===== src/hw/usb_ep0_params.svh =====
// Constants of the endpoint FIFO, device control and endpoint 0 register block
`ifndef USB_EP0_PARAMS_SVH
`define USB_EP0_PARAMS_SVH
`define OFS_FIFO_EP0    5'h00
`define OFS_FIFO_EP3    5'h0C
`define OFS_DEV_CONTROL 5'h10
`define OFS_EP0_STATUS  5'h14
`define OFS_EP0_COUNT   5'h18
`define NUM_EP          4
`define FIFO_DEPTH      4
`define FIFO_FULL_LVL   3'h4
`define WORD_BYTES      7'h04
`define DC_SESSION      0
`define DC_HOST_REQ     1
`define DC_HOST_MODE    2
`define DC_VBUS_LO      3
`define DC_VBUS_HI      4
`define DC_SLOW         5
`define DC_FULL         6
`define DC_ROLE_B       7
`define CS_RX_READY     0
`define CS_TX_READY     1
`define CS_STALL_SENT   2
`define CS_LAST_DATA    3
`define CS_EARLY_END    4
`define CS_STALL_REQ    5
`define CS_RX_ACK       6
`define CS_END_ACK      7
`define CS_FLUSH        8
`define DEV_CONTROL_RESET 8'h00
`define EP0_STATUS_RESET 16'h0000
`endif


===== src/hw/usb_ep0_pkg.sv =====
// Types shared by the endpoint FIFO and endpoint 0 control block
`include "usb_ep0_params.svh"
package usb_ep0_pkg;
  typedef enum logic [1:0] {PH_IDLE, PH_WRITE, PH_READ_WAIT, PH_READ_DONE} phase_type;
  typedef struct packed {
    logic [`NUM_EP-1:0][`FIFO_DEPTH-1:0][31:0] tx_mem;
    logic [`NUM_EP-1:0][`FIFO_DEPTH-1:0][31:0] rx_mem;
    logic [`NUM_EP-1:0][2:0]                   tx_wp;
    logic [`NUM_EP-1:0][2:0]                   tx_rp;
    logic [`NUM_EP-1:0][2:0]                   rx_wp;
    logic [`NUM_EP-1:0][2:0]                   rx_rp;
    phase_type                                 phase;
    logic [4:0]                                addr;
    logic [31:0]                               rdata;
    logic                                      session;
    logic                                      host_req;
    logic                                      hnp_started;
    logic                                      rx_rdy;
    logic                                      tx_rdy;
    logic                                      stall_sent;
    logic                                      last_data;
    logic                                      early_end;
    logic                                      stall_req;
    logic [6:0]                                rx_count;
    logic                                      srp_pulse;
    logic                                      disc_pulse;
    logic                                      hnp_pulse;
    logic                                      evt_pulse;
  } state_type;
endpackage


===== src/hw/usb_otg_otg_device_control_ep0_control.sv =====
// Endpoint FIFO ports, OTG device control and endpoint 0 control/status over AHB-Lite
`timescale 1ns/1ns
`default_nettype none
`include "usb_ep0_params.svh"
//
// Function
// - Word writes to an endpoint port push its transmit FIFO; reads pop its receive FIFO.
// - Device control register resets to zero; bit 0 starts or ends an A-device session.
// - As B device hardware drives session bit; write one requests session; zero disconnects only while suspended.
// - B-device host request starts negotiation in suspend; cleared when negotiation completes.
// - Bit 2 reads the current role: zero peripheral, one host.
// - Two-bit read-only field reports the VBUS level band.
// - Bit 5 flags an attached low-speed device; low speed itself unsupported.
// - Bit 6 flags an attached full-speed device, meaningful in host role only.
// - Bit 7 reports OTG role, zero A one B, valid during a session.
// - Endpoint 0 control/status register is 16 bits and resets to zero.
// - Receive-ready sets on packet arrival; writing bit 6 clears it; bit 6 self-clears.
// - Software sets transmit-ready after loading; device clears it when sent.
// - Stall-sent sets on every transmitted STALL and stays until software clears it.
// - Software sets last-data on final or zero-length packet; device clears it.
// - Control end before last-data sets early-end, signals event, flushes FIFO; bit 7 clears.
// - Writing stall request transmits STALL, ending the transaction, then self-clears.
// - Flush bit resets endpoint 0 pointers and ready flags only when a flag is set.
// - Read-only count register reports received bytes in endpoint 0 FIFO.
module usb_otg_otg_device_control_ep0_control (
  input  wire logic        clk,
  input  wire logic        srst,
  input  wire logic        hsel,
  input  wire logic [31:0] haddr,
  input  wire logic [1:0]  htrans,
  input  wire logic        hwrite,
  input  wire logic [2:0]  hsize,
  input  wire logic [31:0] hwdata,
  input  wire logic        hready,
  output logic             hreadyout,
  output logic             hresp,
  output logic [31:0]      hrdata,
  input  wire logic        tx_pop,
  input  wire logic [1:0]  tx_pop_ep,
  output logic [31:0]      tx_word,
  output logic [3:0]       tx_not_empty,
  input  wire logic        rx_push,
  input  wire logic [1:0]  rx_push_ep,
  input  wire logic [31:0] rx_word,
  input  wire logic [2:0]  rx_push_bytes,
  output logic [3:0]       rx_space,
  input  wire logic        ep0_rx_packet,
  input  wire logic        ep0_tx_sent,
  input  wire logic        stall_transmitted,
  input  wire logic        ctrl_end,
  output logic             stall_request,
  output logic             tx_ready_level,
  output logic             last_data_level,
  output logic             ep0_event,
  input  wire logic        otg_role_b,
  input  wire logic [1:0]  vbus_level,
  input  wire logic        role_is_host,
  input  wire logic        slow_attach,
  input  wire logic        full_attach,
  input  wire logic        suspended,
  input  wire logic        b_session_start,
  input  wire logic        b_session_end,
  input  wire logic        hnp_done,
  output logic             session_level,
  output logic             srp_start,
  output logic             soft_disconnect,
  output logic             hnp_start
);

  ////////////////////////////////////////////////////////////////////////////
  // Helpers

  // Occupancy from wrap-bit pointers; the extra bit tells full from empty
  function automatic logic [2:0] fifo_level(input logic [2:0] wp, input logic [2:0] rp);
    fifo_level = 3'(wp - rp);
  endfunction

  function automatic logic [2:0] ptr_inc(input logic [2:0] p);
    ptr_inc = 3'(p + 3'h1);
  endfunction

  usb_ep0_pkg::state_type s_r;
  usb_ep0_pkg::state_type s_nxt;

  logic        addr_take;
  logic        in_wr;
  logic [7:0]  dev_control_view;
  logic [15:0] csr_view;
  logic [1:0]  addr_ep;
  logic        addr_is_fifo;

  // Address phase is accepted whenever the bus is ready; reads take one wait state
  assign addr_take    = hsel && htrans[1] && hready;
  assign in_wr        = (s_r.phase == usb_ep0_pkg::PH_WRITE);
  assign addr_ep      = s_r.addr[3:2];
  assign addr_is_fifo = (s_r.addr <= `OFS_FIFO_EP3);

  // Register views; self-clearing strobes always read zero
  always_comb begin
    dev_control_view                 = `DEV_CONTROL_RESET;
    dev_control_view[`DC_SESSION]    = s_r.session;
    dev_control_view[`DC_HOST_REQ]   = s_r.host_req;
    dev_control_view[`DC_HOST_MODE]  = role_is_host;
    dev_control_view[`DC_VBUS_HI:`DC_VBUS_LO] = vbus_level;
    dev_control_view[`DC_SLOW]       = slow_attach;
    dev_control_view[`DC_FULL]       = full_attach && role_is_host;
    dev_control_view[`DC_ROLE_B]     = otg_role_b;
    csr_view                         = `EP0_STATUS_RESET;
    csr_view[`CS_RX_READY]      = s_r.rx_rdy;
    csr_view[`CS_TX_READY]      = s_r.tx_rdy;
    csr_view[`CS_STALL_SENT]    = s_r.stall_sent;
    csr_view[`CS_LAST_DATA]     = s_r.last_data;
    csr_view[`CS_EARLY_END]     = s_r.early_end;
    csr_view[`CS_STALL_REQ]     = s_r.stall_req;
  end

  ////////////////////////////////////////////////////////////////////////////
  // Next-state logic

  always_comb begin
    s_nxt            = s_r;
    s_nxt.srp_pulse  = 1'b0;
    s_nxt.disc_pulse = 1'b0;
    s_nxt.hnp_pulse  = 1'b0;
    s_nxt.evt_pulse  = 1'b0;

    // Bus phase tracking
    if (addr_take) begin
      s_nxt.addr  = haddr[4:0];
      s_nxt.phase = hwrite ? usb_ep0_pkg::PH_WRITE : usb_ep0_pkg::PH_READ_WAIT;
    end else if (s_r.phase == usb_ep0_pkg::PH_READ_WAIT) begin
      s_nxt.phase = usb_ep0_pkg::PH_READ_DONE;
    end else begin
      s_nxt.phase = usb_ep0_pkg::PH_IDLE;
    end

    // Link side: transmit pop and receive push, one word per strobe
    if (tx_pop && (fifo_level(s_r.tx_wp[tx_pop_ep], s_r.tx_rp[tx_pop_ep]) != 3'h0))
      s_nxt.tx_rp[tx_pop_ep] = ptr_inc(s_r.tx_rp[tx_pop_ep]);
    if (rx_push && (fifo_level(s_r.rx_wp[rx_push_ep], s_r.rx_rp[rx_push_ep]) != `FIFO_FULL_LVL)) begin
      // Packet byte 0 arrives in rx_word[7:0]; lanes are stored as given
      s_nxt.rx_mem[rx_push_ep][s_r.rx_wp[rx_push_ep][1:0]] = rx_word;
      s_nxt.rx_wp[rx_push_ep] = ptr_inc(s_r.rx_wp[rx_push_ep]);
      if (rx_push_ep == 2'h0)
        s_nxt.rx_count = 7'(s_r.rx_count + 7'(rx_push_bytes));
    end

    // Read: capture the view and pop the receive FIFO in the wait cycle
    if (s_r.phase == usb_ep0_pkg::PH_READ_WAIT) begin
      s_nxt.rdata = 32'h0000_0000;
      if (addr_is_fifo) begin
        s_nxt.rdata = s_r.rx_mem[addr_ep][s_r.rx_rp[addr_ep][1:0]];
        if (fifo_level(s_r.rx_wp[addr_ep], s_r.rx_rp[addr_ep]) != 3'h0) begin
          s_nxt.rx_rp[addr_ep] = ptr_inc(s_r.rx_rp[addr_ep]);
          if (addr_ep == 2'h0)
            s_nxt.rx_count = (s_nxt.rx_count > `WORD_BYTES) ? 7'(s_nxt.rx_count - `WORD_BYTES) : 7'h00;
        end
      end else if (s_r.addr == `OFS_DEV_CONTROL) begin
        s_nxt.rdata[7:0] = dev_control_view;
      end else if (s_r.addr == `OFS_EP0_STATUS) begin
        s_nxt.rdata[15:0] = csr_view;
      end else if (s_r.addr == `OFS_EP0_COUNT) begin
        s_nxt.rdata[6:0] = s_r.rx_count;
      end
    end

    // Software writes, in the data phase
    if (in_wr) begin
      if (addr_is_fifo) begin
        if (fifo_level(s_r.tx_wp[addr_ep], s_r.tx_rp[addr_ep]) != `FIFO_FULL_LVL) begin
          s_nxt.tx_mem[addr_ep][s_r.tx_wp[addr_ep][1:0]] = hwdata;
          s_nxt.tx_wp[addr_ep] = ptr_inc(s_r.tx_wp[addr_ep]);
        end
      end else if (s_r.addr == `OFS_DEV_CONTROL) begin
        if (!otg_role_b) begin
          s_nxt.session  = hwdata[`DC_SESSION];
          s_nxt.host_req = 1'b0;
        end else begin
          if (hwdata[`DC_SESSION] && !s_r.session) begin
            s_nxt.session   = 1'b1;
            s_nxt.srp_pulse = 1'b1;
          end else if (!hwdata[`DC_SESSION] && s_r.session && suspended) begin
            s_nxt.session    = 1'b0;
            s_nxt.disc_pulse = 1'b1;
          end
          s_nxt.host_req = hwdata[`DC_HOST_REQ];
          if (!hwdata[`DC_HOST_REQ])
            s_nxt.hnp_started = 1'b0;
        end
      end else if (s_r.addr == `OFS_EP0_STATUS) begin
        if (hwdata[`CS_TX_READY])
          s_nxt.tx_rdy = 1'b1;
        if (!hwdata[`CS_STALL_SENT])
          s_nxt.stall_sent = 1'b0;
        if (hwdata[`CS_LAST_DATA])
          s_nxt.last_data = 1'b1;
        if (hwdata[`CS_STALL_REQ])
          s_nxt.stall_req = 1'b1;
        if (hwdata[`CS_RX_ACK])
          s_nxt.rx_rdy = 1'b0;
        if (hwdata[`CS_END_ACK])
          s_nxt.early_end = 1'b0;
        if (hwdata[`CS_FLUSH] && (s_r.tx_rdy || s_r.rx_rdy)) begin
          s_nxt.tx_rp[0]  = s_r.tx_wp[0];
          s_nxt.rx_rp[0]  = s_nxt.rx_wp[0];
          s_nxt.rx_count  = 7'h00;
          s_nxt.tx_rdy    = 1'b0;
          s_nxt.rx_rdy    = 1'b0;
        end
      end
    end

    // B-device session tracking by hardware; the link event wins over software
    if (otg_role_b && b_session_start)
      s_nxt.session = 1'b1;
    else if (otg_role_b && b_session_end)
      s_nxt.session = 1'b0;

    // Negotiation starts once per request when suspend is seen
    if (otg_role_b && s_nxt.host_req && suspended && !s_r.hnp_started) begin
      s_nxt.hnp_started = 1'b1;
      s_nxt.hnp_pulse   = 1'b1;
    end
    // Completion also cancels a start raised in the same cycle, so no stray pulse
    if (hnp_done) begin
      s_nxt.host_req    = 1'b0;
      s_nxt.hnp_started = 1'b0;
      s_nxt.hnp_pulse   = 1'b0;
    end

    // Endpoint 0 events from the link; they come last so a link event beats a software write
    if (ep0_tx_sent) begin
      s_nxt.tx_rdy    = 1'b0;
      s_nxt.evt_pulse = 1'b1;
    end
    if (stall_transmitted) begin
      s_nxt.stall_sent = 1'b1;
      s_nxt.stall_req  = 1'b0;
    end
    if (ctrl_end) begin
      s_nxt.last_data = 1'b0;
      if (!s_r.last_data) begin
        // Early end discards whatever endpoint 0 still holds
        s_nxt.early_end = 1'b1;
        s_nxt.evt_pulse = 1'b1;
        s_nxt.tx_rp[0]  = s_nxt.tx_wp[0];
        s_nxt.rx_rp[0]  = s_nxt.rx_wp[0];
        s_nxt.rx_count  = 7'h00;
        s_nxt.tx_rdy    = 1'b0;
      end
    end
    if (ep0_rx_packet) begin
      s_nxt.rx_rdy    = 1'b1;
      s_nxt.evt_pulse = 1'b1;
    end
  end

  // Single state register; all fields reset to zero
  always_ff @(posedge clk) begin
    if (srst)
      s_r <= '0;
    else
      s_r <= s_nxt;
  end

  ////////////////////////////////////////////////////////////////////////////
  // Outputs

  // Only the read wait cycle stalls the bus; the response is always OKAY
  assign hreadyout       = (s_r.phase != usb_ep0_pkg::PH_READ_WAIT);
  assign hresp           = 1'b0;
  assign hrdata          = s_r.rdata;
  assign tx_word         = s_r.tx_mem[tx_pop_ep][s_r.tx_rp[tx_pop_ep][1:0]];
  assign stall_request   = s_r.stall_req;
  assign tx_ready_level  = s_r.tx_rdy;
  assign last_data_level = s_r.last_data;
  assign ep0_event       = s_r.evt_pulse;
  assign session_level   = s_r.session;
  assign srp_start       = s_r.srp_pulse;
  assign soft_disconnect = s_r.disc_pulse;
  assign hnp_start       = s_r.hnp_pulse;

  // Per-endpoint link flags
  always_comb begin
    for (int i = 0; i < `NUM_EP; i++) begin
      tx_not_empty[i] = (fifo_level(s_r.tx_wp[i], s_r.tx_rp[i]) != 3'h0);
      rx_space[i]     = (fifo_level(s_r.rx_wp[i], s_r.rx_rp[i]) != `FIFO_FULL_LVL);
    end
  end
endmodule // usb_otg_otg_device_control_ep0_control
`default_nettype wire


===== config.mk =====
export PLATFORM = sky130hd
export DESIGN_NAME = usb_otg_otg_device_control_ep0_control
export DESIGN_NICKNAME = d
export VERILOG_FILES = /design/src/hw/usb_ep0_pkg.sv /design/src/hw/usb_otg_otg_device_control_ep0_control.sv
export VERILOG_INCLUDE_DIRS = /design/src /design/src/hw
export SDC_FILE = /design/constraint.sdc
export NUM_CORES = 2
export LEC_CHECK = 0
export BUFFER_PORTS_ARGS = -buffer_cell sky130_fd_sc_hd__clkbuf_2
export CAP_MARGIN = 10
export CORE_ASPECT_RATIO = 0.9
export CORE_MARGIN = 2
export CORE_UTILIZATION = 43
export DETAILED_ROUTE_END_ITERATION = 12
export SYNTH_ARGS = -nofsm -noshare
export SYNTH_HDL_FRONTEND = slang
export SYNTH_SLANG_ARGS = --single-unit

===== constraint.sdc =====
create_clock -name clk -period 5.64 [get_ports clk]
set_input_delay 1.128 -clock clk [delete_from_list [all_inputs] [get_ports clk]]
set_output_delay 1.128 -clock clk [all_outputs]
set_load 0.005 [all_outputs]

# ---- Yosys cells after proc, flatten, opt, wreduce, memory -nomap -nowiden
# Index checks and enable logic that the tools add are counted.
dict set report totals {
  register_bits 1131
  inputBits 129
  output_inout_bits 82
  elab_cells 297
}
dict set report classes {
  add_sub_neg 18
  magnitude_cmp 14
  n_eq_ne 21
  muxes 121
  bitwise 4
  n_reduce_logical 54
}
# cell count
set ops {}
lappend ops {{bitwise mux 512 bit} 2}
lappend ops {{binary-select mux 128 bit (select 2 bit)} 2}
lappend ops {{demux 128 bit (select 2 bit)} 2}
lappend ops {{2-to-1 mux 128 bit} 4}
lappend ops {{binary-select mux 32 bit (select 2 bit)} 2}
lappend ops {{demux 32 bit (select 2 bit)} 2}
lappend ops {{2-to-1 mux 32 bit} 4}
lappend ops {{2-to-1 mux 3 bit} 34}
lappend ops {{2-to-1 mux 7 bit} 12}
lappend ops {{binary-select mux 3 bit (select 2 bit)} 8}
lappend ops {{bitwise mux 12 bit} 4}
lappend ops {{2-to-1 mux 18 bit} 2}
lappend ops {{subtractor 3 bit} 12}
lappend ops {{2-to-1 mux 16 bit} 2}
lappend ops {{2-to-1 mux 1 bit} 28}
lappend ops {{nonzero test 3 bit} 9}
lappend ops {{2-to-1 mux 13 bit} 2}
lappend ops {{AND reduction 5 bit} 5}
lappend ops {{< comparator 2 x 3 -> 1 bit, second input constant} 7}
lappend ops {{logical AND 1 bit} 19}
lappend ops {{demux 3 bit (select 2 bit)} 3}
lappend ops {{!= test 3 bit, second input constant} 6}
lappend ops {{== test 5 bit, second input constant} 3}
lappend ops {{2-to-1 mux 2 bit} 7}
lappend ops {{23 further kinds} 51}

# ---- Logic depth before layout (Yosys ltp)
dict set report depth {
  ltp_word 22
  ltp_mapped 17
  depth_no_buf 14
}

# ---- Least setup slack after synthesis
# OpenSTA, ideal clock, no wires.
dict set report synth_path {
  path_kind {input to register}
  startpoint {input rx_push_ep[0]}
  endpoint {register s_r[10] in the netlist's numbering}
  setup_time_ns 0.072
  arrival_ns 4.795
  t_required_ns 5.568
  path_slack_ns 0.774
  cell_stages 14
  n_path_buf 3
  cell_sequence {clkbuf_1 buf_1 mux4_2 ha_1 nand2_1 or3_1 and3_1 clkbuf_1 mux2i_1 inv_1 ha_1 o21ai_0 or4b_2 mux2i_1}
}
dict set report synth_via {
  elab_chain_len 19
  word_cells_on_any_way 24
  classes_between {add/sub (2); order compare (1); eq/ne (1); mux (18); reduce/logical (2)}
}
# item line_no
set synth_rtl {}
lappend synth_rtl {{start, declared} usb_otg_otg_device_control_ep0_control.sv:43} ;# input wire logic [1:0] rx_push_ep,
lappend synth_rtl {{binary-select mux 3 bit (select 2 bit)} usb_otg_otg_device_control_ep0_control.sv:140} ;# if (rx_push && (fifo_level(s_r.rx_wp[rx_push_ep], s_r.rx_rp[rx_push_ep]) != `FIFO_FULL_LVL)) begin
lappend synth_rtl {{2-to-1 mux 3 bit (not written as such)} usb_otg_otg_device_control_ep0_control.sv:140}
lappend synth_rtl {{subtractor 3 bit} usb_otg_otg_device_control_ep0_control.sv:75} ;# fifo_level = 3'(wp - rp);
lappend synth_rtl {{!= test 3 bit (no line)} --}
lappend synth_rtl {{logical AND 1 bit} usb_otg_otg_device_control_ep0_control.sv:140}
lappend synth_rtl {{2-to-1 mux 7 bit (*)} usb_otg_otg_device_control_ep0_control.sv:140}
lappend synth_rtl {{subtractor 7 x 3 -> 7 bit (no line) or > comparator 7 x 3 -> 1 bit (tied branches)} --}
lappend synth_rtl {{2-to-1 mux 7 bit} usb_otg_otg_device_control_ep0_control.sv:156} ;# s_nxt.rx_count = (s_nxt.rx_count > `WORD_BYTES) ? 7'(s_nxt.rx_count - `WORD_BYTES) : 7'h00;
lappend synth_rtl {{[... 3 more ...]} --}
lappend synth_rtl {{2-to-1 mux 7 bit (*)} usb_otg_otg_device_control_ep0_control.sv:149} ;# if (s_r.phase == usb_ep0_pkg::PH_READ_WAIT) begin
lappend synth_rtl {{2-to-1 mux 7 bit} usb_otg_otg_device_control_ep0_control.sv:203} ;# if (hwdata[`CS_FLUSH] && (s_r.tx_rdy || s_r.rx_rdy)) begin
lappend synth_rtl {{2-to-1 mux 13 bit} usb_otg_otg_device_control_ep0_control.sv:190} ;# end else if (s_r.addr == `OFS_EP0_STATUS) begin
lappend synth_rtl {{2-to-1 mux 13 bit} usb_otg_otg_device_control_ep0_control.sv:174} ;# end else if (s_r.addr == `OFS_DEV_CONTROL) begin
lappend synth_rtl {{2-to-1 mux 18 bit} usb_otg_otg_device_control_ep0_control.sv:169} ;# if (addr_is_fifo) begin
lappend synth_rtl {{2-to-1 mux 18 bit (*)} usb_otg_otg_device_control_ep0_control.sv:168} ;# if (in_wr) begin
lappend synth_rtl {{2-to-1 mux 7 bit} usb_otg_otg_device_control_ep0_control.sv:242} ;# if (!s_r.last_data) begin
lappend synth_rtl {{2-to-1 mux 7 bit (*)} usb_otg_otg_device_control_ep0_control.sv:240} ;# if (ctrl_end) begin
lappend synth_rtl {{end signal, assigned} usb_otg_otg_device_control_ep0_control.sv:263} ;# s_r <= s_nxt;
lappend synth_rtl {{end, declared} usb_otg_otg_device_control_ep0_control.sv:82} ;# usb_ep0_pkg::state_type s_r;
# Every way passes the cells marked *; elsewhere a longest branch is shown, timed or not. The select of a mux whose other input is x is not followed.
# A chain may end at the register's enable or synchronous reset.

# ---- Worst setup path after layout
dict set report layout_path {
  startpoint {register s_r (netlist bit addr_ep[0])}
  endpoint {register s_r[7] in the netlist's numbering}
}
dict set report layout_via {
  elab_chain_len 14
  word_cells_on_any_way 21
  classes_between {add/sub (1); order compare (1); eq/ne (2); mux (15); reduce/logical (2)}
}
# item line_no
set layout_rtl {}
lappend layout_rtl {{binary-select mux 3 bit (select 2 bit)} usb_otg_otg_device_control_ep0_control.sv:153} ;# if (fifo_level(s_r.rx_wp[addr_ep], s_r.rx_rp[addr_ep]) != 3'h0) begin
lappend layout_rtl {{2-to-1 mux 3 bit (not written as such)} usb_otg_otg_device_control_ep0_control.sv:153}
lappend layout_rtl {{subtractor 3 bit} usb_otg_otg_device_control_ep0_control.sv:75}
lappend layout_rtl {{nonzero test 3 bit} usb_otg_otg_device_control_ep0_control.sv:153}
lappend layout_rtl {{2-to-1 mux 7 bit} usb_otg_otg_device_control_ep0_control.sv:153}
lappend layout_rtl {{2-to-1 mux 7 bit} usb_otg_otg_device_control_ep0_control.sv:151} ;# if (addr_is_fifo) begin
lappend layout_rtl {{2-to-1 mux 7 bit} usb_otg_otg_device_control_ep0_control.sv:149}
lappend layout_rtl {{2-to-1 mux 7 bit} usb_otg_otg_device_control_ep0_control.sv:203}
lappend layout_rtl {{2-to-1 mux 13 bit} usb_otg_otg_device_control_ep0_control.sv:190}
lappend layout_rtl {{2-to-1 mux 13 bit} usb_otg_otg_device_control_ep0_control.sv:174}
lappend layout_rtl {{2-to-1 mux 18 bit} usb_otg_otg_device_control_ep0_control.sv:169}
lappend layout_rtl {{2-to-1 mux 18 bit (*)} usb_otg_otg_device_control_ep0_control.sv:168}
lappend layout_rtl {{2-to-1 mux 7 bit} usb_otg_otg_device_control_ep0_control.sv:242}
lappend layout_rtl {{2-to-1 mux 7 bit (*)} usb_otg_otg_device_control_ep0_control.sv:240}
# Marks and branches as above.

==> impl_results.md <==
* Nets at 5463
* Synth Flop Type: dfxtp_1
* R2R Path Start: addr_ep[0]$_SDFFE_PP0P_
* Die width at between 300 and 400 microns
* Worst Hold Class: reg2reg
* Final core occ at around half
* Worst path required time at 6.21 ns
* Top cells by area, synth: dfxtp_1 45%, mux4_2 12%, mux2i_1 10%, nand2_1 9.3%, a21oi_1 6.8%
* DRT Pass-1 Iters at 8
* Yosys Warn Count at 0
* Final period utilization at 82.6%
* Clock Pin Slew Worst Setup and Hold Paths at 0.06 ns
* GRT Util Overall at about a quarter
* Initial antenna violation count at 5
* Hold buffer count at cts at 0
* Filler cells at roughly 11000
* Seq/Total Area, Yosys at 45.0%
* Final setup vio count at 0
* Worst Setup SP: addr_ep[0]$_SDFFE_PP0P_
* Final Power at around 17 mW
* Async S/R FF share, synth at 0%
* Clk_lat worst skew at about 0.74 ns
* Remaining DRCs at 0
* # rows at about 120
* Core Footprint at ~0.12 sq mm
* Worst slack at placement at 0.557 ns
* Via/cell ratio at ~5.7
* Final worst slack at just under 1 ns
* Syn Inst Count at around 5500
* Max FO, Critical Path at 32
* Register area at 0.0226 sq mm
* Pin count of the biggest net entering global routing at between 200 and 250
* Critical path arrival at around 5.2 ns
* Total CTS buffers at 117
* Post-DRT Antenna Nets at 0
* Input/output buffers at approximately 180
* Number of global-route vias before repair at around 37000
* Area grow syn2layout at 10.8%
* Wirelength per Cell at around 22 microns
* Final cell count without fillers at 6946
* Sink Count at approximately 1100
* Min-delay src: s_r[969]$_SDFFE_PP0P_
* Synthesized cell area at 0.0503 sq mm
* Cell taking the most area after synthesis: dfxtp_1
* WHS at 0.449 ns
* Die area at 0.120 sq mm
* Bufs on Longest Clock Path at 3
* Initial Util at between 40% and 50%
* Max cap viols at 0
* Count of cell types in the netlist at 66
* GRT overflow at 0
* Final hold vios at 0
* Slew margin rel. at between 10% and 20%
* Synth Register Bits at 1131
* Slew Limit Fails at 0
* Leak Pwr at approximately 22 nW
* Placed insts at roughly 6700
* CTS tree: yes
* # H-tree levels at 3
* Post-synth EDFFs at 0
* Detailed Place HPWL at between 80000 and 90000 microns
* Commonest non-fill, non-tap cell in the layout: nand2_1
* Average size of a mapped cell at 9.22 sq um
* Setup Fix Bufs, Post-CTS at 0
* Clk root buf: clkbuf_16
* Vias at 39315
* Shortest period the worst path allows at 4.66 ns
* Multi-input gate area at roughly 0.025 sq mm
* Clock Skews at between 0.04 and 0.05 ns
* Most frequent cells in the layout: 1240 x nand2_1, 1129 x dfxtp_1, 687 x a21oi_1
* I/O pins at between 200 and 250
* WL final at about 150000 microns
* Final setup TNS at 0 ns
* Top cell type's share of synthesized area at between 40 and 50%
* Worst vdd ir at between 0.2 and 0.3 mV
* F_max at roughly 210 MHz
* Die H at around 330 microns
* Global-route wire length before repair at roughly 230000 microns
* Critical path launch point type: register
* PostCTS Resize Cnt at 0
* Iter 0 DRT Violations at between 4000 and 5000
* Gpl congestion at roughly 0.83
* Status: complete, no violations
* Unrepaired setup endpoints after global routing: false
* Placed cell areas at 0.0519 sq mm
* Worst-Margin Slew at approximately 1.2 ns
* Final instance area at 0.0557 sq mm
* Power density over the cells at ~300 mW/mm^2
* Crit Path Class: reg2reg
* Ratio of cells with drive above 1 in the final layout at roughly 14%
* Mapped Nets at between 5000 and 6000
* Crit path capture type: register
[per-layer routing]
layer  vias up  global-route usage (%)  wire length, microns
met3       212                    4.19                 12700
met5         -                       0                    24
met4         4                    6.42                  3310
li1      18347                       -                     -
met2      1470                    37.9                 67500
met1     19282                    36.3                 68100
[final timing paths]
| kind | to | depth (start not counted) | slack, ns |
|---|---|---|---|
| min reg2reg | s_r[969]$_SDFFE_PP0P_ | 2 | 0.45 |
| max | s_r[7]$_SDFF_PP0_ | 11 | 0.98 |
| max reg2reg | s_r[7]$_SDFF_PP0_ | 11 | 0.98 |
| min | s_r[969]$_SDFFE_PP0P_ | 2 | 0.45 |
[synth_stat cells (40+ instances only)]
master / n
nor2b_1: 55
clkbuf_1: 347
nor2_1: 484
dfxtp_1: 1131
buf_1: 75
nand3_1: 159
a21oi_1: 687
mux2i_1: 526
nand2_1: 1244
buf_2: 81
mux4_2: 277
a211oi_1: 40
[logic make-up after synthesis]
kind of cell,share of synthesized area (%)
buffers and inverters,4.97
other,0.00746
flip-flops,45.0
AND/OR/NAND/NOR,16.4
adder cells (fa/ha/maj),1.01
multiplexers,23.0
AO/OA/AOI/OAI,8.83
XOR/XNOR,0.722
[state kept, by name (all words and copies together), names as in the netlist, 2 cells and up]
name	count
hrdata	32
addr_ep	2
csr_view	3
s_r	1085
[layout make-up]
class	instances	area share, %
diodes	2	0.00898
inverters	40	0.270
multi-input cells	3732	45.3
repair buffers	272	3.41
clock buffers	178	6.22
flip-flops and latches	1131	40.7
clock inverters	31	0.615
well taps	1560	3.50
[power by group]
part / switching [mW] / internal [mW] / total [mW] / leakage, nW
clock: 3.33 / 4.41 / 7.73 / 1.89
combinational: 0.733 / 0.318 / 1.05 / 10.8
sequential: 0.0489 / 8.06 / 8.11 / 9.12
total: 4.11 / 12.8 / 16.9 / 21.8
[critical path, cell delays in order (launching register included)]
cell and delay, ns:
dfxtp_4 0.65, buf_4 0.39, mux4_2 0.56, inv_1 0.07, buf_4 0.55, ha_1 0.27, nor2b_1 0.05, xnor2_1 0.20
mux2i_1 0.55, nand3_1 0.36, a221oi_1 0.67, a2111oi_0 0.15
Note: power is estimated with default switching activity, not from simulation.
